===== src/inc/oms_cfg.svh =====
// Timing counts and counter width of the operating mode sequencer.
// Assumes a 100 MHz core clock; counts are in clock cycles.
`ifndef OMS_CFG_SVH
`define OMS_CFG_SVH
`define OMS_CLK_MHZ 100
`define OMS_BOOT_WAIT_ONE_US 1000
`define OMS_BOOT_WAIT_TWO_US 1000
`define OMS_PULSE_ONE_US 10
`define OMS_PULSE_TWO_US 10
`define OMS_HIB_ENTRY_US 100
`define OMS_BOOT_WAIT_ONE_CYC (`OMS_BOOT_WAIT_ONE_US * `OMS_CLK_MHZ)
`define OMS_BOOT_WAIT_TWO_CYC (`OMS_BOOT_WAIT_TWO_US * `OMS_CLK_MHZ)
`define OMS_PULSE_ONE_CYC (`OMS_PULSE_ONE_US * `OMS_CLK_MHZ)
`define OMS_PULSE_TWO_CYC (`OMS_PULSE_TWO_US * `OMS_CLK_MHZ)
`define OMS_HIB_ENTRY_CYC (`OMS_HIB_ENTRY_US * `OMS_CLK_MHZ)
`define OMS_CNT_W 24
`define OMS_MEAS_CYC 16
`endif


===== src/inc/oms_pkg.sv =====
// Types of the operating mode sequencer.
// Assumes oms_cfg.svh is on the include path.
`default_nettype none
`include "oms_cfg.svh"
package oms_pkg;
	typedef enum logic [2:0]
	{
		OMS_OFF = 3'h0,
		OMS_BOOT = 3'h1,
		OMS_STANDBY = 3'h3,
		OMS_WAKE = 3'h2,
		OMS_SLEEP = 3'h6,
		OMS_TRIG_WAIT = 3'h7,
		OMS_HIBERNATE = 3'h5
	} oms_mode_t;

	typedef struct packed
	{
		logic [1:0] power_mode;
		logic [3:0] output_data_rate;
		logic flex_en;
		logic [3:0] idle_time;
		logic [3:0] decimation;
	} oms_submode_t;

	typedef struct packed
	{
		logic active;
		logic hibernate_en;
		logic pin_two_function_select;
		logic auto_wake_sleep_en;
		logic [7:0] auto_sleep_count;
		logic boot_pulse_on_pin_two;
		oms_submode_t wake_cfg;
		oms_submode_t sleep_cfg;
	} oms_cfg_t;

	typedef struct packed
	{
		logic cfg_we;
		oms_cfg_t cfg;
		logic cfg_valid;
	} oms_host_t;
endpackage
`default_nettype wire


===== src/design/oms_edge.sv =====
// Edge and level-duration detector for one pin.
// Assumes the pin is synchronous to clk_i.
`timescale 1ns/1ns
`default_nettype none
module oms_edge
#(
	parameter int unsigned CNT_W = 24
)
(
	input wire logic clk_i,
	input wire logic rst_n_i,
	input wire logic en_i,
	input wire logic pin_i,
	input wire logic [CNT_W-1:0] low_limit_i,
	output logic rise_o,
	output logic any_o,
	output logic low_long_o
);
	typedef struct packed
	{
		logic seen;
		logic prev;
		logic [CNT_W-1:0] low_cnt;
	} oms_edge_state_t;

	oms_edge_state_t s_q;
	oms_edge_state_t s_d;

	always_comb
	begin
		s_d = s_q;
		s_d.seen = 1'b1;
		s_d.prev = pin_i;
		if (pin_i)
		begin
			s_d.low_cnt = '0;
		end
		else if (s_q.low_cnt != low_limit_i)
		begin
			s_d.low_cnt = s_q.low_cnt + 1'b1;
		end
	end

	always_ff @(posedge clk_i or negedge rst_n_i)
	begin
		if (!rst_n_i)
		begin
			s_q <= '0;
		end
		else if (en_i)
		begin
			s_q <= s_d;
		end
	end

	// No edge until the pin has been sampled once after reset
	assign rise_o = s_q.seen & pin_i & ~s_q.prev;
	assign any_o = s_q.seen & (pin_i ^ s_q.prev);
	assign low_long_o = ~pin_i & (s_q.low_cnt == low_limit_i);
endmodule
`default_nettype wire


===== src/design/oms_sequencer.sv =====
// Operating mode sequencer: OFF, BOOT, Hibernate, Standby, Active.
// Assumes all pins synchronous to clk_i; config writes come from the host
// serial engine as a whole-struct update while the bus is available.
`timescale 1ns/1ns
`default_nettype none
`include "oms_cfg.svh"
module oms_sequencer
#(
	parameter int unsigned CNT_W = `OMS_CNT_W,
	parameter int unsigned BOOT_WAIT_ONE = `OMS_BOOT_WAIT_ONE_CYC,
	parameter int unsigned BOOT_WAIT_TWO = `OMS_BOOT_WAIT_TWO_CYC,
	parameter int unsigned PULSE_ONE = `OMS_PULSE_ONE_CYC,
	parameter int unsigned PULSE_TWO = `OMS_PULSE_TWO_CYC,
	parameter int unsigned HIB_ENTRY = `OMS_HIB_ENTRY_CYC,
	parameter int unsigned MEAS_CYC = `OMS_MEAS_CYC
)
(
	input wire logic clk_i,
	input wire logic rst_n_i,
	input wire logic ce_i,
	input wire logic supply_ok_i,
	input wire logic boot_strap_pin_i,
	input wire logic wake_pin_i,
	input wire logic motion_detect_pin_i,
	input wire logic trigger_pin_i,
	input wire logic activity_i,
	input wire logic inactivity_i,
	input wire logic boot_done_clear_i,
	input wire oms_pkg::oms_host_t host_i,
	output oms_pkg::oms_mode_t mode_o,
	output logic bus_available_o,
	output logic sensor_enable_o,
	output logic wake_detect_enable_o,
	output logic meas_start_o,
	output logic boot_done_flag_o,
	output logic irq_pin_one_o,
	output logic irq_pin_two_o,
	output oms_pkg::oms_cfg_t cfg_o,
	output oms_pkg::oms_submode_t run_cfg_o
);
	typedef struct packed
	{
		oms_pkg::oms_mode_t mode;
		logic [CNT_W-1:0] cnt;
		logic [CNT_W-1:0] pulse_cnt;
		logic pulse_two;
		logic done;
		logic strap;
		logic meas_busy;
		oms_pkg::oms_cfg_t cfg;
	} oms_state_t;

	oms_state_t s_q;
	oms_state_t s_d;
	logic trig_rise;
	logic wake_any;
	logic mot_low_long;
	logic [CNT_W-1:0] boot_wait;

	oms_edge #(.CNT_W(CNT_W)) u_trig
	(
		.clk_i(clk_i),
		.rst_n_i(rst_n_i),
		.en_i(ce_i),
		.pin_i(trigger_pin_i),
		.low_limit_i(CNT_W'(HIB_ENTRY)),
		.rise_o(trig_rise),
		.any_o(),
		.low_long_o()
	);

	oms_edge #(.CNT_W(CNT_W)) u_wake
	(
		.clk_i(clk_i),
		.rst_n_i(rst_n_i),
		.en_i(ce_i),
		.pin_i(wake_pin_i),
		.low_limit_i(CNT_W'(HIB_ENTRY)),
		.rise_o(),
		.any_o(wake_any),
		.low_long_o()
	);

	oms_edge #(.CNT_W(CNT_W)) u_mot
	(
		.clk_i(clk_i),
		.rst_n_i(rst_n_i),
		.en_i(ce_i),
		.pin_i(motion_detect_pin_i),
		.low_limit_i(CNT_W'(HIB_ENTRY)),
		.rise_o(),
		.any_o(),
		.low_long_o(mot_low_long)
	);

	assign boot_wait = s_q.strap ? CNT_W'(BOOT_WAIT_TWO) : CNT_W'(BOOT_WAIT_ONE);

	// Defaults differ with strap: motion defaults, pulse on pin two
	function automatic oms_pkg::oms_cfg_t dflt(input logic strap);
		oms_pkg::oms_cfg_t c;
		c = '0;
		c.boot_pulse_on_pin_two = strap;
		c.auto_wake_sleep_en = ~strap;
		return c;
	endfunction

	always_comb
	begin
		s_d = s_q;
		if (s_q.pulse_cnt != '0)
		begin
			s_d.pulse_cnt = s_q.pulse_cnt - 1'b1;
		end
		if (boot_done_clear_i)
		begin
			s_d.done = 1'b0;
		end
		if (s_q.mode != oms_pkg::OMS_OFF && s_q.mode != oms_pkg::OMS_BOOT
			&& s_q.mode != oms_pkg::OMS_HIBERNATE && host_i.cfg_we)
		begin
			s_d.cfg = host_i.cfg;
			if (s_q.strap)
			begin
				s_d.cfg.pin_two_function_select = 1'b0;
			end
		end
		case (s_q.mode)
			oms_pkg::OMS_OFF:
			begin
				s_d.cnt = '0;
				if (supply_ok_i)
				begin
					s_d.strap = boot_strap_pin_i;
					s_d.mode = oms_pkg::OMS_BOOT;
				end
			end
			oms_pkg::OMS_BOOT:
			begin
				s_d.cfg = dflt(s_q.strap);
				s_d.cnt = s_q.cnt + 1'b1;
				if (s_q.cnt >= boot_wait - 1'b1)
				begin
					s_d.cnt = '0;
					s_d.done = 1'b1;
					s_d.pulse_two = s_q.strap;
					s_d.pulse_cnt = s_q.strap ? CNT_W'(PULSE_TWO)
						: CNT_W'(PULSE_ONE);
					s_d.mode = oms_pkg::OMS_STANDBY;
					if (s_q.strap && motion_detect_pin_i)
					begin
						s_d.cfg.active = 1'b1;
						s_d.mode = oms_pkg::OMS_WAKE;
					end
				end
			end
			oms_pkg::OMS_STANDBY:
			begin
				if (!s_q.strap && s_q.cfg.hibernate_en)
				begin
					s_d.mode = oms_pkg::OMS_HIBERNATE;
				end
				else if (s_q.strap && mot_low_long)
				begin
					s_d.mode = oms_pkg::OMS_HIBERNATE;
				end
				else if (s_q.cfg.active)
				begin
					// Standby to Active clears the sleep sub-mode settings; wake_cfg is kept
					s_d.cfg.sleep_cfg = '0;
					s_d.mode = (!s_q.strap && s_q.cfg.pin_two_function_select)
						? oms_pkg::OMS_TRIG_WAIT : oms_pkg::OMS_WAKE;
				end
			end
			oms_pkg::OMS_WAKE, oms_pkg::OMS_SLEEP:
			begin
				if (!s_q.cfg.active || (s_q.strap && mot_low_long))
				begin
					s_d.cfg.active = 1'b0;
					s_d.mode = oms_pkg::OMS_STANDBY;
				end
				else if (s_q.meas_busy)
				begin
					s_d.cnt = s_q.cnt + 1'b1;
					if (s_q.cnt >= CNT_W'(MEAS_CYC - 1))
					begin
						s_d.cnt = '0;
						s_d.meas_busy = 1'b0;
						s_d.mode = oms_pkg::OMS_TRIG_WAIT;
					end
				end
				else if (s_q.cfg.auto_wake_sleep_en
					&& s_q.cfg.auto_sleep_count != '0)
				begin
					if (s_q.mode == oms_pkg::OMS_WAKE && inactivity_i)
					begin
						s_d.mode = oms_pkg::OMS_SLEEP;
					end
					else if (s_q.mode == oms_pkg::OMS_SLEEP && activity_i)
					begin
						s_d.mode = oms_pkg::OMS_WAKE;
					end
				end
			end
			oms_pkg::OMS_TRIG_WAIT:
			begin
				if (!s_q.cfg.active)
				begin
					s_d.mode = oms_pkg::OMS_STANDBY;
				end
				else if (!s_q.cfg.pin_two_function_select)
				begin
					s_d.mode = oms_pkg::OMS_WAKE;
				end
				else if (trig_rise)
				begin
					s_d.meas_busy = 1'b1;
					s_d.cnt = '0;
					s_d.mode = oms_pkg::OMS_WAKE;
				end
			end
			oms_pkg::OMS_HIBERNATE:
			begin
				// All host state lost as on supply removal
				s_d.cfg = '0;
				s_d.done = 1'b0;
				s_d.cnt = '0;
				if ((!s_q.strap && wake_any)
					|| (s_q.strap && motion_detect_pin_i))
				begin
					s_d.mode = oms_pkg::OMS_BOOT;
				end
			end
			default:
			begin
				s_d.mode = oms_pkg::OMS_OFF;
			end
		endcase
		if (!supply_ok_i)
		begin
			s_d.mode = oms_pkg::OMS_OFF;
			s_d.cfg = '0;
			s_d.done = 1'b0;
			s_d.pulse_cnt = '0;
			s_d.meas_busy = 1'b0;
		end
	end

	always_ff @(posedge clk_i or negedge rst_n_i)
	begin
		if (!rst_n_i)
		begin
			s_q <= '0;
		end
		else if (ce_i)
		begin
			s_q <= s_d;
		end
	end

	assign mode_o = s_q.mode;
	assign bus_available_o = s_q.mode == oms_pkg::OMS_STANDBY
		|| s_q.mode == oms_pkg::OMS_WAKE || s_q.mode == oms_pkg::OMS_SLEEP
		|| s_q.mode == oms_pkg::OMS_TRIG_WAIT;
	assign sensor_enable_o = s_q.mode == oms_pkg::OMS_WAKE
		|| s_q.mode == oms_pkg::OMS_SLEEP;
	assign wake_detect_enable_o = s_q.mode == oms_pkg::OMS_HIBERNATE;
	assign meas_start_o = s_q.mode == oms_pkg::OMS_TRIG_WAIT
		&& s_q.cfg.active && s_q.cfg.pin_two_function_select && trig_rise;
	assign boot_done_flag_o = s_q.done;
	assign irq_pin_one_o = (s_q.pulse_cnt != '0) && !s_q.pulse_two
		&& !s_q.cfg.boot_pulse_on_pin_two;
	assign irq_pin_two_o = (s_q.pulse_cnt != '0)
		&& (s_q.pulse_two || s_q.cfg.boot_pulse_on_pin_two);
	assign cfg_o = s_q.cfg;
	assign run_cfg_o = (s_q.mode == oms_pkg::OMS_SLEEP)
		? s_q.cfg.sleep_cfg : s_q.cfg.wake_cfg;
endmodule
`default_nettype wire


===== config.mk =====
export PLATFORM = sky130hd
export DESIGN_NAME = oms_sequencer
export DESIGN_NICKNAME = d
export VERILOG_FILES = /design/src/inc/oms_pkg.sv /design/src/design/oms_edge.sv /design/src/design/oms_sequencer.sv
export VERILOG_INCLUDE_DIRS = /design/src /design/src/inc
export SDC_FILE = /design/constraint.sdc
export NUM_CORES = 1
export LEC_CHECK = 0
export BUFFER_PORTS_ARGS = -buffer_cell sky130_fd_sc_hd__buf_2
export CAP_MARGIN = 20
export CORE_MARGIN = 1
export CORE_UTILIZATION = 49
export CTS_BUF_LIST = sky130_fd_sc_hd__clkbuf_4 sky130_fd_sc_hd__clkbuf_8
export DETAILED_ROUTE_END_ITERATION = 8
export PLACE_DENSITY = 0.71
export SLEW_MARGIN = 20
export SYNTH_ARGS = -nofsm -noshare
export SYNTH_HDL_FRONTEND = slang
export SYNTH_SLANG_ARGS = --single-unit

===== constraint.sdc =====
create_clock -name clk_i -period 2.7 [get_ports clk_i]
set_input_delay 0.54 -clock clk_i [delete_from_list [all_inputs] [get_ports clk_i]]
set_output_delay 0.54 -clock clk_i [all_outputs]
set_load 0.01 [all_outputs]

## Word-level counts from Yosys, hierarchy flattened

Cells that the tools add are included.

| cells by class | value |
|---|---|
| reduce and logical (&&, ||, !) cells | 44 |
| bitwise logic cells | 8 |
| eq/ne operators | 28 |
| mux-type cells | 51 |
| $add $sub $neg | 3 |
| order comparisons | 2 |

Operators with widths:

| operator | count |
|---|---|
| $mux W24 | 8 |
| $pmux W24 S4 | 1 |
| $mux W15 | 4 |
| $mux W27 | 2 |
| $pmux W27 S2 | 1 |
| $mux W53 | 1 |
| $add A24 B1 Y24 const B | 2 |
| $mux W44 | 1 |
| $mux W43 | 1 |
| $mux W3 | 13 |
| $pmux W15 S2 | 1 |
| $mux W25 | 1 |
| $eq A24 B14 Y1 const B | 1 |
| $ge A24 B17 Y1 const B | 1 |
| $ge A24 B4 Y1 const B | 1 |
| $ne A24 B14 Y1 const B | 1 |
| $reduce_bool A24 Y1 | 1 |
| $sub A24 B1 Y24 const B | 1 |
| $ne A5 B5 Y1 const B | 4 |
| $ne A3 B3 Y1 const B | 6 |
| $pmux W3 S6 | 1 |
| $logic_and A1 B1 Y1 | 17 |
| $mux W1 | 13 |
| $ne A2 B2 Y1 const B | 5 |
| other kinds (25) | 48 |

| storage, ports and cells | value |
|---|---|
| register bits | 125 |
| logic and storage cells | 163 |
| output and inout bits | 68 |

## Longest topological paths before layout

| depth | value |
|---|---|
| depth after elaboration | 10 |
| depth in mapped cells | 10 |

## Modules after synthesis

From an unflattened synthesis, not the netlist that was laid out.

| second synthesis, totals | value |
|---|---|
| cell total of the unflattened synthesis | 1,314 |
| area total of the unflattened synthesis | 12,624.6 µm² |

By module, submodules not included:

| module | seq. area each (µm²) | area each (µm²) | instances | cells an instance |
|---|---|---|---|---|
| oms_sequencer | 2,452.4 | 5,706.7 | 1 | 597 |
| oms_edge (u_mot ...) | 650.6 | 2,321.0 | 2 | 239 |
| oms_edge (u_wake) | 650.6 | 2,275.9 | 1 | 239 |

## Worst setup path before layout

No wires, ideal clock.

| timing path | value |
|---|---|
| path kind | reg2out |
| from | reg s_q (netlist bit mode_o[0]) |
| to | out run_cfg_o[10] (netlist name) |
| slack | 393 ps |
| data arrival time | 1,767 ps |
| cell stages (with the launch flop) | 7 |
| required time | 2,160 ps |
| path through | dfrtp_1 > buf_2 > nand2b_1 > clkinv_1 > nand2_1 > buf_2 > mux2_2 |

RTL lines:

| element | line | RTL |
|---|---|---|
| from (decl) | oms_sequencer.sv:53 | `oms_state_t s_q;` |
| from (signal assigned) | oms_sequencer.sv:252 | `s_q <= '0;` |
| from (signal assigned) | oms_sequencer.sv:256 | `s_q <= s_d;` |
| to (decl) | oms_sequencer.sv:39 | `output oms_pkg::oms_submode_t run_cfg_o` |

==> results.yml <==
die:
  die_x_um: 122.6
  dieArea_um2: 15040
  die_y_um: 122.6
  core_um2: 14040
  rows: 43
  io_pins: 124
  start_util_pct: 50.78
clock_tree:
  cts_tree: "built"
  numCtsBuffers: 17
  h-tree-depth: 4
  clock-sinks: 125
  clkTransAtPathRegs_ns: 0.08
  cts_root_buffer: "clkbuf_8"
  insertion_delay_ns: 0.47
  clockBufferDepth: 2
timing:
  timing.fmax_mhz: 388.7
  rsz0062_at_grt: "false"
  finalClockSkew_ns: 0.009234
  min_period_over_period_pct: 95.29
  worst_slew_pin_slew_ns: 0.9250
  slew_headroom_pct: 38.10
  hold_viol_final: 0
  drv_slew: 0
  fin_crit_ns: 2.573
  finalSetupTns_ns: 0
  finalSetupViolCount: 0
  fin_ws_ns: 0.1271
yosys:
  syn_avg_cell_area_um2: 9.533
  ys.flop_type: "dfrtp_1"
  synth_area_um2: 7131
  syn_inst: 748
  synth_edf_count: 0
  synth_commonest_cells: "125 x dfrtp_1, 58 x nand2_1, 49 x buf_4, 46 x nor2_1, 46 x o21ai_0"
  ys_ff_latch: 125
  seq_area_frac_synth_pct: 43.87
  synthTopCellsByArea: "dfrtp_1 44%, a22o_1 5.5%, buf_4 5.2%"
  ys_types: 72
  synth_area_leader_cell: "dfrtp_1"
  synth.most_common_cell: "dfrtp_1"
  synthArstFlopShare_pct: 100.0
  synth_top_area_share_pct: 43.87
  synth_nets: 809
  ys_warn_count: 0
critical_path:
  crit_required_ns: 2.16
  worst-path-max-fanout: 15
  r2r-start: "u_mot.s_q[0]"
  critPathKind: "register to output port"
  rr_worst_depth: 9
  setup.worst_path.end_class: "output port"
  start_kind: "register"
  rrSetupSlack_ns: 0.17
  critPathLaunch: "mode_o[1]"
  critPathArrivalTime_ns: 2.03
  worstReg2RegEnd: "mode_o[1]"
detailed_routing:
  drt_drc_violations_left: 0
  drtIter0Drc: 507
  routed_via_density: 6.022
  wirelength_um: 18330
  num_vias: 6233
  drt_pass1_iterations: 5
  wl_per_cell_um: 17.71
  ant_nets: 0
run_status:
  status: "finished, final reports clean"
global_route:
  grt_pass1_vias: 6018
  grt_pass1_wl_um: 29350
  antenna_found_initial: 0
  grt_use_total_pct: 25.25
  grt_max_degree: 49
  global_route.overflow_total: 0
min_path:
  holdPathEnd: "cfg_o[22]"
  hold_depth: 2
  hold_class: "primary input to register"
  hp-start: "host_i[23]"
placed_design:
  dpl.hpwl_um: 12940
  gp_congestion: 0.8768
  place_ws_ns: 0.1948
  port_buffers: 122
  place_inst: 1000
cells_and_area:
  fill_cells: 1221
  antennaDiodeCount: 0
  instances_no_fill: 1035
  area_growth_pct: 14.79
  fin_nets: 903
  drive_gt1_share_pct: 27.95
pwr:
  powerDensity_nw_per_um2: 664.6
  irDropWorstVdd_mv: 0.6841
  p_leak_nw: 3.818
flow_run:
  cap_violations: 0
-- cell usage in the layout, fill, tap and decap left out, types with 6 or more instances in the layout --
| cell type | n |
|---|---|
| mux2_2 | 19 |
| buf_4 | 31 |
| nand2_1 | 58 |
| nor2_1 | 46 |
| a21oi_1 | 30 |
| nand3b_1 | 6 |
| nor3_1 | 28 |
| a2bb2oi_1 | 6 |
| a22o_1 | 45 |
| nor4_1 | 11 |
| o21ai_0 | 45 |
| nand3_1 | 32 |
| nand4_1 | 15 |
| inv_1 | 24 |
| xnor2_1 | 8 |
| and3_1 | 9 |
| dfrtp_1 | 123 |
| buf_2 | 121 |
| or4_1 | 10 |
| o21ai_1 | 6 |
| xor2_1 | 9 |
| clkbuf_8 | 17 |
| nor2b_1 | 6 |
| or3_1 | 7 |
| o21a_1 | 13 |
| o31ai_1 | 10 |
-- sequential cells by signal, summed over array words and instances (netlist names) --
name	cells
u_trig.s_q	2
boot_done_flag_o	1
cfg_o	43
mode_o	3
u_mot.s_q	24
u_wake.s_q	1
s_q	51
-- worst max-delay path, stage by stage, from the launching register on --
cell      delay (ns)
dfrtp_2         0.53
nand2b_4        0.14
clkinv_1        0.08
nand2_1         0.07
buf_4           0.24
mux2_2          0.36
buf_2           0.14
-- metal layers --
metal | vias up | track usage, % | part of all wire, %
met3 | 33 | 5.994 | 6.4
met1 | 3036 | 31.44 | 42
met5 | - | 0 | 0
met2 | 245 | 41.64 | 50
li1 | 2919 | - | -
met4 | 0 | 11.13 | 1.7
-- cell families (layout without fill, tap and decap cells) --
| family | Yosys count | in the layout | synth area share [%] |
|---|---|---|---|
| flip-flops | 125 | 125 | 43.87 |
| multiplexers | 23 | 23 | 3.562 |
| AO/OA/AOI/OAI | 205 | 205 | 21.00 |
| buffers and inverters | 106 | 213 | 8.405 |
| adder cells (fa/ha/maj) | 5 | 5 | 0.8773 |
| XOR/XNOR | 17 | 17 | 2.088 |
| AND/OR/NAND/NOR | 267 | 267 | 20.20 |
-- how the worst max path moves through the flow --
stage / end / cells past startpoint
after CTS: run_cfg_o[3] / 6
after global placement: s_q[72] / 9
after floorplan: run_cfg_o[10] / 6
after global routing: run_cfg_o[2] / 6
final: run_cfg_o[3] / 6
after detailed placement: s_q[72] / 9
-- report_power, final --
part / switching [mW] / internal, mW
clock network: 0.806 / 0.812
logic: 0.882 / 0.653
registers: 0.242 / 2.04
-- repair_timing --
| action | CTS | global route |
|---|---|---|
| resized for setup | 3 | 6 |
| buffers inserted | 1 | 1 |
| endpoints found under the hold margin | 25 | 0 |
| setup endpoints to repair | 17 | 35 |
| pin swaps | 1 | 2 |
| hold buffers | 1 | 0 |
-- metrics by stage --
step	cell area (µm²)	util (%)	power [mW]	hold slack [ns]
after floorplan	7131	-	3.293	0.2444
after global placement	7736	55.09	3.671	0.4450
after detailed placement	7736	55.09	3.719	0.4550
after CTS	8159	58.10	5.429	0.2604
after global routing	8185	58.29	5.748	0.2685
final	8185	58.29	5.440	0.2925
-- area by class of cell --
cell class                 instances  area, µm²  area share, %
clock inverter                    15      148.9          1.819
clock buffer                      17      234.0          2.858
sequential                       125       3131          38.25
multi-input combinational        517       3445          42.08
tap                              180      225.2          2.751
timing repair buffer             156      908.4          11.10
inverter                          25      93.84          1.146
(Power assumes the default switching activity.)
